[src/common/imr_pkg.sv]
// Shared constants and types of the I2C master byte engine.
// Assumes a single system clock; the pads are open drain, driven low only.

package imr_pkg;

  // ----------------------------------------------------------------
  // Widths and bit counts
  // ----------------------------------------------------------------
  localparam int unsigned IMR_BYTE_W = 8;
  localparam int unsigned IMR_CNT_W = 4;
  localparam logic [3:0] IMR_BIT_EIGHTH = 4'h7;  // Index of eighth clock
  localparam logic [3:0] IMR_BIT_NINTH = 4'h8;   // Index of acknowledge clock
  localparam logic [3:0] IMR_BIT_FIRST = 4'h0;

  // ----------------------------------------------------------------
  // Reset values
  // ----------------------------------------------------------------
  localparam logic [7:0] IMR_BYTE_RST = 8'h00;
  localparam logic [7:0] IMR_BRG_RST = 8'h00;
  localparam logic IMR_LINE_IDLE = 1'b1;         // Released bus reads high
  localparam logic IMR_FLAG_RST = 1'b0;

  // ----------------------------------------------------------------
  // Engine states
  // ----------------------------------------------------------------
  typedef enum logic [3:0] {
    ST_IDLE,
    ST_RS_HOLD,
    ST_RS_SDA_HI,
    ST_RS_SCL_REL,
    ST_RS_HIGH,
    ST_RS_SDA_LOW,
    ST_TX_LOW,
    ST_TX_REL,
    ST_TX_HIGH,
    ST_RX_LOW,
    ST_RX_REL,
    ST_RX_HIGH
  } imr_state_t;

endpackage

[src/logic/imr_sync2.sv]
// Two-flop synchroniser for the SCL and SDA pad inputs.
// Assumes inputs are asynchronous to CLK_SYS; idle level is high.

`timescale 1ns/1ps
`default_nettype none

module imr_sync2 (
  // Clock and reset
  input wire logic clk,
  input wire logic rst,
  // Pad levels in, synchronised levels out
  input wire logic [1:0] async_in,
  output logic [1:0] sync_out
);

  logic [1:0] stage1;

  // ----------------------------------------------------------------
  // One synchroniser per line
  // ----------------------------------------------------------------
  genvar g;
  generate
    for (g = 0; g < 2; g = g + 1) begin : gen_line
      // First flop feeds only the second flop
      always_ff @(posedge clk) begin
        if (rst) begin
          stage1[g] <= imr_pkg::IMR_LINE_IDLE;
          sync_out[g] <= imr_pkg::IMR_LINE_IDLE;
        end else begin
          stage1[g] <= async_in[g];
          sync_out[g] <= stage1[g];
        end
      end
    end
  endgenerate

endmodule

`default_nettype wire

[src/logic/imr_baud_gen.sv]
// Baud rate generator: a down counter that marks one bit phase, low or high.
// Assumes the engine loads it at every phase and gates its counting.

`timescale 1ns/1ps
`default_nettype none

module imr_baud_gen (
  // Clock and reset
  input wire logic clk,
  input wire logic rst,
  // Control from the engine
  input wire logic load,
  input wire logic run,
  input wire logic [7:0] reload,
  // Status
  output logic timeout,
  output logic [7:0] count
);

  // ----------------------------------------------------------------
  // Counter
  // ----------------------------------------------------------------
  // Load wins so every phase starts from a fresh reload value
  always_ff @(posedge clk) begin
    if (rst) begin
      count <= imr_pkg::IMR_BRG_RST;
    end else if (load) begin
      count <= reload;
    end else if (run && count != 8'h00) begin
      count <= count - 8'h01;
    end
  end

  // Rollover seen only while counting is allowed
  assign timeout = run && (count == 8'h00);

endmodule

`default_nettype wire

[src/logic/imr_master.sv]
// I2C master byte engine: repeated start, byte transmit, byte receive.
// Assumes software strobes are one-cycle pulses on CLK_SYS and the
// SCL/SDA pads are open drain with external pull-ups.
//
// Behaviour
// - Restart from idle pulls SCL low, then releases SDA for one period.
// - At timeout SCL is released only with SDA high; high phase one period.
// - SDA low one period, SCL low, restart bit clears, SDA stays low.
// - Start seen on pins sets status; interrupt waits for generator timeout.
// - Restart request outside idle is ignored.
// - Restart collision: SDA low at SCL rise, or SCL falls early.
// - Buffer write sets buffer full and starts the transmission.
// - Bit placed after SCL falls; low one period, high one period.
// - Eighth falling edge clears buffer full and releases SDA.
// - Ninth bit response stored: zero acknowledge, one no acknowledge.
// - After ninth clock set interrupt, stop generator, hold SCL low.
// - Buffer write while busy sets write collision, buffer unchanged.
// - Receive request outside idle is ignored.
// - Receive toggles SCL on each rollover and shifts SDA in.
// - After eighth receive fall, copy byte, set flags, back to idle.
// - Reading the buffer in receive clears buffer full.
// - Completed byte with buffer still full sets receive overflow.
// - Interrupt raised once the restart condition has finished.
// - Address byte shifts seven bits then direction, then releases SDA.
// - Every generator reload uses the eight-bit reload value.
// - Generator holds while SCL is released but not yet seen high.

`timescale 1ns/1ps
`default_nettype none

module imr_master (
  // Clock and reset
  input wire logic CLK_SYS,
  input wire logic RST,
  // I2C pads, open drain
  input wire logic SCL_I,
  output logic SCL_O,
  output logic SCL_OE,
  input wire logic SDA_I,
  output logic SDA_O,
  output logic SDA_OE,
  // Software control strobes
  input wire logic RESTART_SET,
  input wire logic RECEIVE_SET,
  input wire logic BUF_WR,
  input wire logic [7:0] BUF_WDATA,
  input wire logic BUF_RD,
  input wire logic IRQ_CLR,
  input wire logic WRITE_COLLISION_FLAG_CLR,
  input wire logic OVF_CLR,
  input wire logic START_CLR,
  input wire logic BCOL_CLR,
  // Configuration
  input wire logic [7:0] RELOAD_VALUE,
  // Status and data
  output logic [7:0] BUF_RDATA,
  output logic RESTART_REQUEST,
  output logic RECEIVE_REQUEST,
  output logic BUFFER_FULL,
  output logic WRITE_COLLISION,
  output logic RECEIVE_OVERFLOW,
  output logic ACK_RESULT,
  output logic IRQ_FLAG,
  output logic START_SEEN,
  output logic BUS_COLLISION,
  output logic BUSY
);

  imr_pkg::imr_state_t state, next_state;
  logic scl_drive, next_scl;
  logic sda_drive, next_sda;
  logic [1:0] pins_s;
  logic scl_s, sda_s, scl_prev, sda_prev;
  logic brg_load, brg_run, brg_timeout;
  logic [7:0] brg_count;
  logic [3:0] bit_cnt;
  logic [7:0] shift_register;
  logic [7:0] xfer_buffer;
  logic restart_request, receive_request;
  logic buffer_full, write_collision, receive_overflow;
  logic ack_result_flag, serial_port_irq_flag, start_seen, bus_collision;
  logic idle, restart_go, tx_go, rx_go;
  logic rs_done, rs_coll, tx_done, rx_done, tx_eighth;
  logic tx_shift, rx_sample, ack_cap, bit_inc;

  // ----------------------------------------------------------------
  // Pad synchronisers and baud generator
  // ----------------------------------------------------------------
  imr_sync2 u_sync (
    .clk(CLK_SYS),
    .rst(RST),
    .async_in({SCL_I, SDA_I}),
    .sync_out(pins_s)
  );
  assign scl_s = pins_s[1];
  assign sda_s = pins_s[0];

  imr_baud_gen u_brg (
    .clk(CLK_SYS),
    .rst(RST),
    .load(brg_load),
    .run(brg_run),
    .reload(RELOAD_VALUE),
    .timeout(brg_timeout),
    .count(brg_count)
  );

  // ----------------------------------------------------------------
  // Request acceptance
  // ----------------------------------------------------------------
  // Only one command per idle cycle; restart beats write beats receive
  assign idle = (state == imr_pkg::ST_IDLE);
  assign restart_go = RESTART_SET && idle;
  assign tx_go = BUF_WR && idle && !RESTART_SET && !write_collision;
  assign rx_go = RECEIVE_SET && idle && !RESTART_SET && !BUF_WR;

  // ----------------------------------------------------------------
  // Engine next state and line drive
  // ----------------------------------------------------------------
  always_comb begin
    next_state = state;
    next_scl = scl_drive;
    next_sda = sda_drive;
    brg_load = 1'b0;
    brg_run = 1'b0;
    rs_done = 1'b0;
    rs_coll = 1'b0;
    tx_done = 1'b0;
    rx_done = 1'b0;
    tx_eighth = 1'b0;
    tx_shift = 1'b0;
    rx_sample = 1'b0;
    ack_cap = 1'b0;
    bit_inc = 1'b0;
    case (state)
      imr_pkg::ST_IDLE: begin
        if (restart_go) begin
          next_scl = 1'b1;
          next_state = imr_pkg::ST_RS_HOLD;
        end else if (tx_go) begin
          next_scl = 1'b1;
          next_sda = ~BUF_WDATA[7];
          brg_load = 1'b1;
          next_state = imr_pkg::ST_TX_LOW;
        end else if (rx_go) begin
          next_scl = 1'b1;
          next_sda = 1'b0;
          brg_load = 1'b1;
          next_state = imr_pkg::ST_RX_LOW;
        end
      end
      imr_pkg::ST_RS_HOLD: begin
        // Wait until SCL really reads low before timing the release
        if (!scl_s) begin
          brg_load = 1'b1;
          next_sda = 1'b0;
          next_state = imr_pkg::ST_RS_SDA_HI;
        end
      end
      imr_pkg::ST_RS_SDA_HI: begin
        brg_run = 1'b1;
        if (brg_timeout) begin
          if (sda_s) begin
            next_scl = 1'b0;
            next_state = imr_pkg::ST_RS_SCL_REL;
          end else begin
            brg_load = 1'b1; // SDA held by someone: try again next period
          end
        end
      end
      imr_pkg::ST_RS_SCL_REL: begin
        if (scl_s) begin
          if (!sda_s) begin
            rs_coll = 1'b1;
          end else begin
            brg_load = 1'b1;
            next_state = imr_pkg::ST_RS_HIGH;
          end
        end
      end
      imr_pkg::ST_RS_HIGH: begin
        brg_run = 1'b1;
        if (!scl_s) begin
          rs_coll = 1'b1;
        end else if (brg_timeout) begin
          next_sda = 1'b1;
          brg_load = 1'b1;
          next_state = imr_pkg::ST_RS_SDA_LOW;
        end
      end
      imr_pkg::ST_RS_SDA_LOW: begin
        brg_run = 1'b1;
        if (brg_timeout) begin
          next_scl = 1'b1;
          rs_done = 1'b1;
          next_state = imr_pkg::ST_IDLE;
        end
      end
      imr_pkg::ST_TX_LOW: begin
        brg_run = 1'b1;
        if (brg_timeout) begin
          next_scl = 1'b0;
          next_state = imr_pkg::ST_TX_REL;
        end
      end
      imr_pkg::ST_TX_REL: begin
        if (scl_s) begin
          brg_load = 1'b1;
          ack_cap = (bit_cnt == imr_pkg::IMR_BIT_NINTH);
          next_state = imr_pkg::ST_TX_HIGH;
        end
      end
      imr_pkg::ST_TX_HIGH: begin
        brg_run = 1'b1;
        if (brg_timeout) begin
          next_scl = 1'b1;
          if (bit_cnt == imr_pkg::IMR_BIT_NINTH) begin
            tx_done = 1'b1;
            next_sda = 1'b0;
            next_state = imr_pkg::ST_IDLE;
          end else begin
            bit_inc = 1'b1;
            tx_shift = 1'b1;
            brg_load = 1'b1;
            next_state = imr_pkg::ST_TX_LOW;
            if (bit_cnt == imr_pkg::IMR_BIT_EIGHTH) begin
              tx_eighth = 1'b1;
              next_sda = 1'b0;
            end else begin
              next_sda = ~shift_register[6];
            end
          end
        end
      end
      imr_pkg::ST_RX_LOW: begin
        brg_run = 1'b1;
        if (brg_timeout) begin
          next_scl = 1'b0;
          next_state = imr_pkg::ST_RX_REL;
        end
      end
      imr_pkg::ST_RX_REL: begin
        if (scl_s) begin
          brg_load = 1'b1;
          rx_sample = 1'b1;
          next_state = imr_pkg::ST_RX_HIGH;
        end
      end
      imr_pkg::ST_RX_HIGH: begin
        brg_run = 1'b1;
        if (brg_timeout) begin
          next_scl = 1'b1;
          if (bit_cnt == imr_pkg::IMR_BIT_EIGHTH) begin
            rx_done = 1'b1;
            next_state = imr_pkg::ST_IDLE;
          end else begin
            bit_inc = 1'b1;
            brg_load = 1'b1;
            next_state = imr_pkg::ST_RX_LOW;
          end
        end
      end
      default: begin
        next_state = imr_pkg::ST_IDLE;
      end
    endcase
    // Collision gives the bus back at once
    if (rs_coll) begin
      next_scl = 1'b0;
      next_sda = 1'b0;
      next_state = imr_pkg::ST_IDLE;
    end
  end

  // State and line drive registers
  always_ff @(posedge CLK_SYS) begin
    if (RST) begin
      state <= imr_pkg::ST_IDLE;
      scl_drive <= 1'b0;
      sda_drive <= 1'b0;
    end else begin
      state <= next_state;
      scl_drive <= next_scl;
      sda_drive <= next_sda;
    end
  end

  // ----------------------------------------------------------------
  // Bit counter and shifter
  // ----------------------------------------------------------------
  always_ff @(posedge CLK_SYS) begin
    if (RST) begin
      bit_cnt <= imr_pkg::IMR_BIT_FIRST;
    end else if (tx_go || rx_go) begin
      bit_cnt <= imr_pkg::IMR_BIT_FIRST;
    end else if (bit_inc) begin
      bit_cnt <= bit_cnt + 4'h1;
    end
  end

  // Transmit shifts MSB first; receive shifts sampled SDA in at the bottom
  always_ff @(posedge CLK_SYS) begin
    if (RST) begin
      shift_register <= imr_pkg::IMR_BYTE_RST;
    end else if (tx_go) begin
      shift_register <= BUF_WDATA;
    end else if (tx_shift) begin
      shift_register <= {shift_register[6:0], 1'b0};
    end else if (rx_sample) begin
      shift_register <= {shift_register[6:0], sda_s};
    end
  end

  // Buffer keeps its contents on a refused write
  always_ff @(posedge CLK_SYS) begin
    if (RST) begin
      xfer_buffer <= imr_pkg::IMR_BYTE_RST;
    end else if (tx_go) begin
      xfer_buffer <= BUF_WDATA;
    end else if (rx_done) begin
      xfer_buffer <= shift_register;
    end
  end

  // ----------------------------------------------------------------
  // Request bits, cleared by hardware on completion
  // ----------------------------------------------------------------
  always_ff @(posedge CLK_SYS) begin
    if (RST) begin
      restart_request <= imr_pkg::IMR_FLAG_RST;
      receive_request <= imr_pkg::IMR_FLAG_RST;
    end else begin
      if (restart_go) begin
        restart_request <= 1'b1;
      end else if (rs_done || rs_coll) begin
        restart_request <= 1'b0;
      end
      if (rx_go) begin
        receive_request <= 1'b1;
      end else if (rx_done) begin
        receive_request <= 1'b0;
      end
    end
  end

  // ----------------------------------------------------------------
  // Status flags; every hardware set wins over a same-cycle clear
  // ----------------------------------------------------------------
  always_ff @(posedge CLK_SYS) begin
    if (RST) begin
      buffer_full <= imr_pkg::IMR_FLAG_RST;
    end else if (tx_go || rx_done) begin
      buffer_full <= 1'b1;
    end else if (tx_eighth) begin
      buffer_full <= 1'b0;
    end else if (BUF_RD && state != imr_pkg::ST_TX_LOW && state != imr_pkg::ST_TX_REL
                 && state != imr_pkg::ST_TX_HIGH) begin
      buffer_full <= 1'b0;
    end
  end

  // Refused writes stay flagged until software acknowledges them
  always_ff @(posedge CLK_SYS) begin
    if (RST) begin
      write_collision <= imr_pkg::IMR_FLAG_RST;
    end else if (BUF_WR && !tx_go) begin
      write_collision <= 1'b1;
    end else if (WRITE_COLLISION_FLAG_CLR) begin
      write_collision <= 1'b0;
    end
  end

  always_ff @(posedge CLK_SYS) begin
    if (RST) begin
      receive_overflow <= imr_pkg::IMR_FLAG_RST;
    end else if (rx_done && buffer_full) begin
      receive_overflow <= 1'b1;
    end else if (OVF_CLR) begin
      receive_overflow <= 1'b0;
    end
  end

  always_ff @(posedge CLK_SYS) begin
    if (RST) begin
      ack_result_flag <= imr_pkg::IMR_FLAG_RST;
    end else if (ack_cap) begin
      ack_result_flag <= sda_s;
    end
  end

  // Only software clears the interrupt flag
  always_ff @(posedge CLK_SYS) begin
    if (RST) begin
      serial_port_irq_flag <= imr_pkg::IMR_FLAG_RST;
    end else if (rs_done || tx_done || rx_done) begin
      serial_port_irq_flag <= 1'b1;
    end else if (IRQ_CLR) begin
      serial_port_irq_flag <= 1'b0;
    end
  end

  // Start pattern watched on synchronised levels, independent of the engine
  always_ff @(posedge CLK_SYS) begin
    if (RST) begin
      scl_prev <= imr_pkg::IMR_LINE_IDLE;
      sda_prev <= imr_pkg::IMR_LINE_IDLE;
      start_seen <= imr_pkg::IMR_FLAG_RST;
      bus_collision <= imr_pkg::IMR_FLAG_RST;
    end else begin
      scl_prev <= scl_s;
      sda_prev <= sda_s;
      if (sda_prev && !sda_s && scl_prev && scl_s) begin
        start_seen <= 1'b1;
      end else if (START_CLR) begin
        start_seen <= 1'b0;
      end
      if (rs_coll) begin
        bus_collision <= 1'b1;
      end else if (BCOL_CLR) begin
        bus_collision <= 1'b0;
      end
    end
  end

  // ----------------------------------------------------------------
  // Outputs
  // ----------------------------------------------------------------
  assign SCL_O = 1'b0;
  assign SDA_O = 1'b0;
  assign SCL_OE = scl_drive;
  assign SDA_OE = sda_drive;
  assign BUF_RDATA = xfer_buffer;
  assign RESTART_REQUEST = restart_request;
  assign RECEIVE_REQUEST = receive_request;
  assign BUFFER_FULL = buffer_full;
  assign WRITE_COLLISION = write_collision;
  assign RECEIVE_OVERFLOW = receive_overflow;
  assign ACK_RESULT = ack_result_flag;
  assign IRQ_FLAG = serial_port_irq_flag;
  assign START_SEEN = start_seen;
  assign BUS_COLLISION = bus_collision;
  assign BUSY = !idle; // Engine active
endmodule

`default_nettype wire

[config.mk]
export PLATFORM = sky130hd
export DESIGN_NAME = imr_master
export DESIGN_NICKNAME = d
export VERILOG_FILES = /design/src/common/imr_pkg.sv /design/src/logic/imr_sync2.sv /design/src/logic/imr_baud_gen.sv /design/src/logic/imr_master.sv
export SDC_FILE = /design/constraint.sdc
export NUM_CORES = 1
export LEC_CHECK = 0
export BUFFER_PORTS_ARGS = -buffer_cell sky130_fd_sc_hd__clkbuf_2
export CAP_MARGIN = 30
export CORE_UTILIZATION = 52
export DETAILED_ROUTE_END_ITERATION = 7
export GPL_TIMING_DRIVEN = 0
export HOLD_SLACK_MARGIN = 0.08
export PLACE_DENSITY = 0.75
export REMOVE_ABC_BUFFERS = 1
export SLEW_MARGIN = 25
export SYNTH_ARGS = -nofsm -noshare
export SYNTH_HDL_FRONTEND = slang
export SYNTH_SLANG_ARGS = --single-unit
[constraint.sdc]
create_clock -name CLK_SYS -period 5.6 [get_ports CLK_SYS]
set_input_delay 0.56 -clock CLK_SYS [delete_from_list [all_inputs] [get_ports CLK_SYS]]
set_output_delay 0.56 -clock CLK_SYS [all_outputs]
set_load 0.01 [all_outputs]
==> impl_metrics.csv <==
group,metric,value,unit
outcome,status,"finished clean",
routing,totalWireLength,6450,um
clocking,cts_root_buf,"clkbuf_8",
setup_path,worst_setup_path_start_kind,"register",
placement,gp_congestion,0.855,
synthesis,ys_async_sr_fraction,0,%
timing,clock_skew,0.00831,ns
synthesis,syn_inst,338,
synthesis,synth_edf_count,0,
routing,ant_nets,0,
timing,max_freq,362,MHz
floorplanning,initial_core_util,54.9,%
clocking,post-cts-setup-buffers,0,
timing,hold_viol_final,0,
floorplanning,die_h,75.9,um
setup_path,cp.arrival,2.98,ns
clocking,cts_resized,0,
placement,place_hpwl,4420,um
placement,post_dp_cell_area,3030,um^2
floorplanning,ioPinCount,51,
power_and_ir_drop,p_seq_share,34.9,%
power_and_ir_drop,vdd_ir_drop_max,0.000236,V
global_route,grt_pass1_wl,10500,um
layout,drive_above_1_share,19.7,%
timing,worst_slew_pin_slew,0.895,ns
routing,drc,0,
clocking,clkLatencyLatePin,0.31,ns
global_route,overflow,0,
power_and_ir_drop,p_sw_share,44.6,%
timing,finalCriticalPeriod,2.76,ns
global_route,grt_pass1_vias,2330,
synthesis,ys_seq_area_share,34.6,%
timing,final.setup.tns,0,ns
timing,fin_crit_sh,49.3,%
layout,final_nets,402,
floorplanning,dieArea,5760,um^2
clocking,cts_buffers,5,
floorplanning,rows,26,
setup_path,crit_fanout,31,
clocking,cts_sinks,49,
global_route,met3_usage,4.76,%
global_route,grt_max_degree,42,
global_route,groute.layer.met2.usage,38.8,%
setup_path,critical_path_class,"reg -> reg",
timing,whs,0.421,ns
layout,final_area,3150,um^2
worst_hold_path,hold_class,"reg -> reg",
global_route,grt-busiest-layer,"met2",
clocking,cts_max_path_buffers,2,
flow_run,cap_violations,0,
synthesis,yosysUniqueCellTypes,58,
timing,drv_slew,0,
layout,area_delta_synth_final,10.9,%
power_and_ir_drop,comb_power_share,48.1,%
synthesis,syn-mean-instance-area,8.40,um^2
power_and_ir_drop,clkPwrFrac,17.0,%
clocking,cts_tree,"built",
global_route,antenna_found_initial,0,
placement,io_buffer_count,48,
global_route,grt_util_met1,31.7,%
timing,layout_setup_ws,2.84,ns
synthesis,yosysWarnings,0,
routing,avgRoutedWirePerCell,14.7,um
synthesis,synth-main-ff-cell,"dfxtp_1",
routing,viasPerCell,5.95,
clocking,htreeDepth,2,
timing,setup-violations-final,0,
power_and_ir_drop,leakage,1.32,nW
routing,first_pass_iters,6,
floorplanning,die_w,75.9,um
placement,pre_cts_ws,2.87,ns
clocking,clk_pin_slew,0.10,ns
setup_path,required,5.82,ns
setup_path,end_kind,"register",
routing,via_count,2620,
layout,insertedDiodeCount,0,
clocking,ctsHoldBuffers,0,
power_and_ir_drop,p_sw,708,uW
global_route,grt_util_all_layers,23.6,%
layout,fillers,488,
timing,slew_headroom,40.3,%
synthesis,synth_area,2840,um^2
layout,utilization,60.9,%
power_and_ir_drop,intPower,881,uW
power_and_ir_drop,p_per_area,505,nW/um^2
timing,rsz0062_at_grt,"no",
floorplanning,core_area,5170,um^2
routing,drtIter0Drc,231,
synthesis,ys_ff_latch,49,
==> cells in the final DEF (no fill, tap or decap), drive strengths merged, types with 4 or more instances in the layout <==
master  synthesis  final
clkbuf         11     54
dfxtp          49     49
nor2           32     32
mux2i          21     21
a211oi         20     20
a21oi          20     20
nand2          19     19
inv            12     14
o21ai          12     12
nand3          11     11
or3            10     10
or2             8      8
nand2b          7      7
o211ai          7      7
nand3b          6      6
nor2b           6      6
nor3            6      6
nand4           5      5
and3            4      4
xnor2           4      4
a31oi           4      4
a311oi          4      4
ha              4      4
==> state kept, by name (all words and copies together), names as in the netlist <==
signal	cells
BUF_RDATA	8
BUS_COLLISION	1
RECEIVE_REQUEST	1
u_sync.stage1	2
BUFFER_FULL	1
WRITE_COLLISION	1
RECEIVE_OVERFLOW	1
u_brg.count	8
RESTART_REQUEST	1
bit_cnt	4
sda_prev	1
u_sync.sync_out	2
SDA_OE	1
scl_prev	1
state	4
shift_register	8
IRQ_FLAG	1
SCL_OE	1
START_SEEN	1
ACK_RESULT	1
==> power by group through the flow <==
| stage | clock network [mW] | registers [mW] | logic, mW |
|---|---|---|---|
| floorplan | 0 | 0.537 | 0.572 |
| global placement | 0 | 0.556 | 0.736 |
| detailed placement | 0 | 0.557 | 0.753 |
| CTS | 0.272 | 0.551 | 0.757 |
| global route | 0.287 | 0.569 | 0.850 |
| finish | 0.271 | 0.554 | 0.764 |
==> metal layers <==
layer | routed length, um | up-vias | part of all wire, %
met5 | 0 | - | 0
li1 | - | 1302 | -
met2 | 3050 | 74 | 47
met4 | 23 | 0 | 0.36
met3 | 391 | 5 | 6.1
met1 | 2990 | 1239 | 46
==> worst max-delay path, stage by stage (launching register included) <==
cell      delay [ns]
dfxtp_1         0.61
nor4_4          0.52
inv_2           0.12
or3_2           0.79
o211ai_4        0.32
nor2_1          0.08
a211oi_1        0.22
==> cells by family after synthesis <==
logic type | after synthesis | synth area share (%)
compound gates | 90 | 22.7
xor+xnor | 6 | 1.85
fa+ha+maj | 4 | 1.76
buf+inv | 38 | 6.66
flops | 49 | 34.6
mux | 21 | 7.41
other cells | 1 | 0.132
simple gates | 129 | 25.0
==> area by class of cell <==
type,count,area [um^2],area share (%)
tap,70,87.6,2.78
inverter,12,45.0,1.43
clock inverter,3,47.5,1.51
multi-input combinational,252,1670,53.1
sequential,49,981,31.2
timing repair buffer,49,245,7.79
clock buffer,5,68.8,2.19
==> synthesized netlist by cell type, types with 3 or more instances <==
master,number,area share (%)
dfxtp_1,49,35
nor2_1,32,4.2
mux2i_1,21,7.4
a211oi_1,20,5.3
a21oi_1,19,3.4
nand2_1,19,2.5
o21ai_0,12,2.1
clkbuf_1,11,1.5
inv_1,11,1.5
nand3_1,11,1.9
or3_1,10,2.2
or2_2,8,1.8
buf_2,7,1.2
nand2b_1,7,1.5
nand3b_1,6,1.6
nor2b_1,6,1.3
nor3_1,6,1.1
o211ai_1,6,1.6
nand4_1,5,1.1
a311oi_1,4,1.2
a31oi_1,4,0.88
and3_1,4,0.88
buf_6,4,1.6
ha_1,4,1.8
xnor2_1,4,1.2
nand4b_1,3,0.93
o211a_1,3,1.1
==> path summary, 6_finish.rpt <==
kind                    startpoint            endpoint  slack (ns)  depth (start not counted)
hold reg to reg   u_sync.stage1[0]  u_sync.sync_out[0]        0.42                          1
setup / recovery          state[0]   shift_register[4]        2.84                          6
setup reg to reg          state[0]   shift_register[4]        2.84                          6
hold / removal    u_sync.stage1[0]  u_sync.sync_out[0]        0.42                          1
==> metrics by stage <==
step	instances	total power, mW
2_1_floorplan	313	1.11
3_3_place_gp	431	1.29
3_5_place_dp	431	1.31
4_1_cts	439	1.58
5_1_grt	440	1.71
6_report	440	1.59
Note: power is estimated with default switching activity, not from simulation.
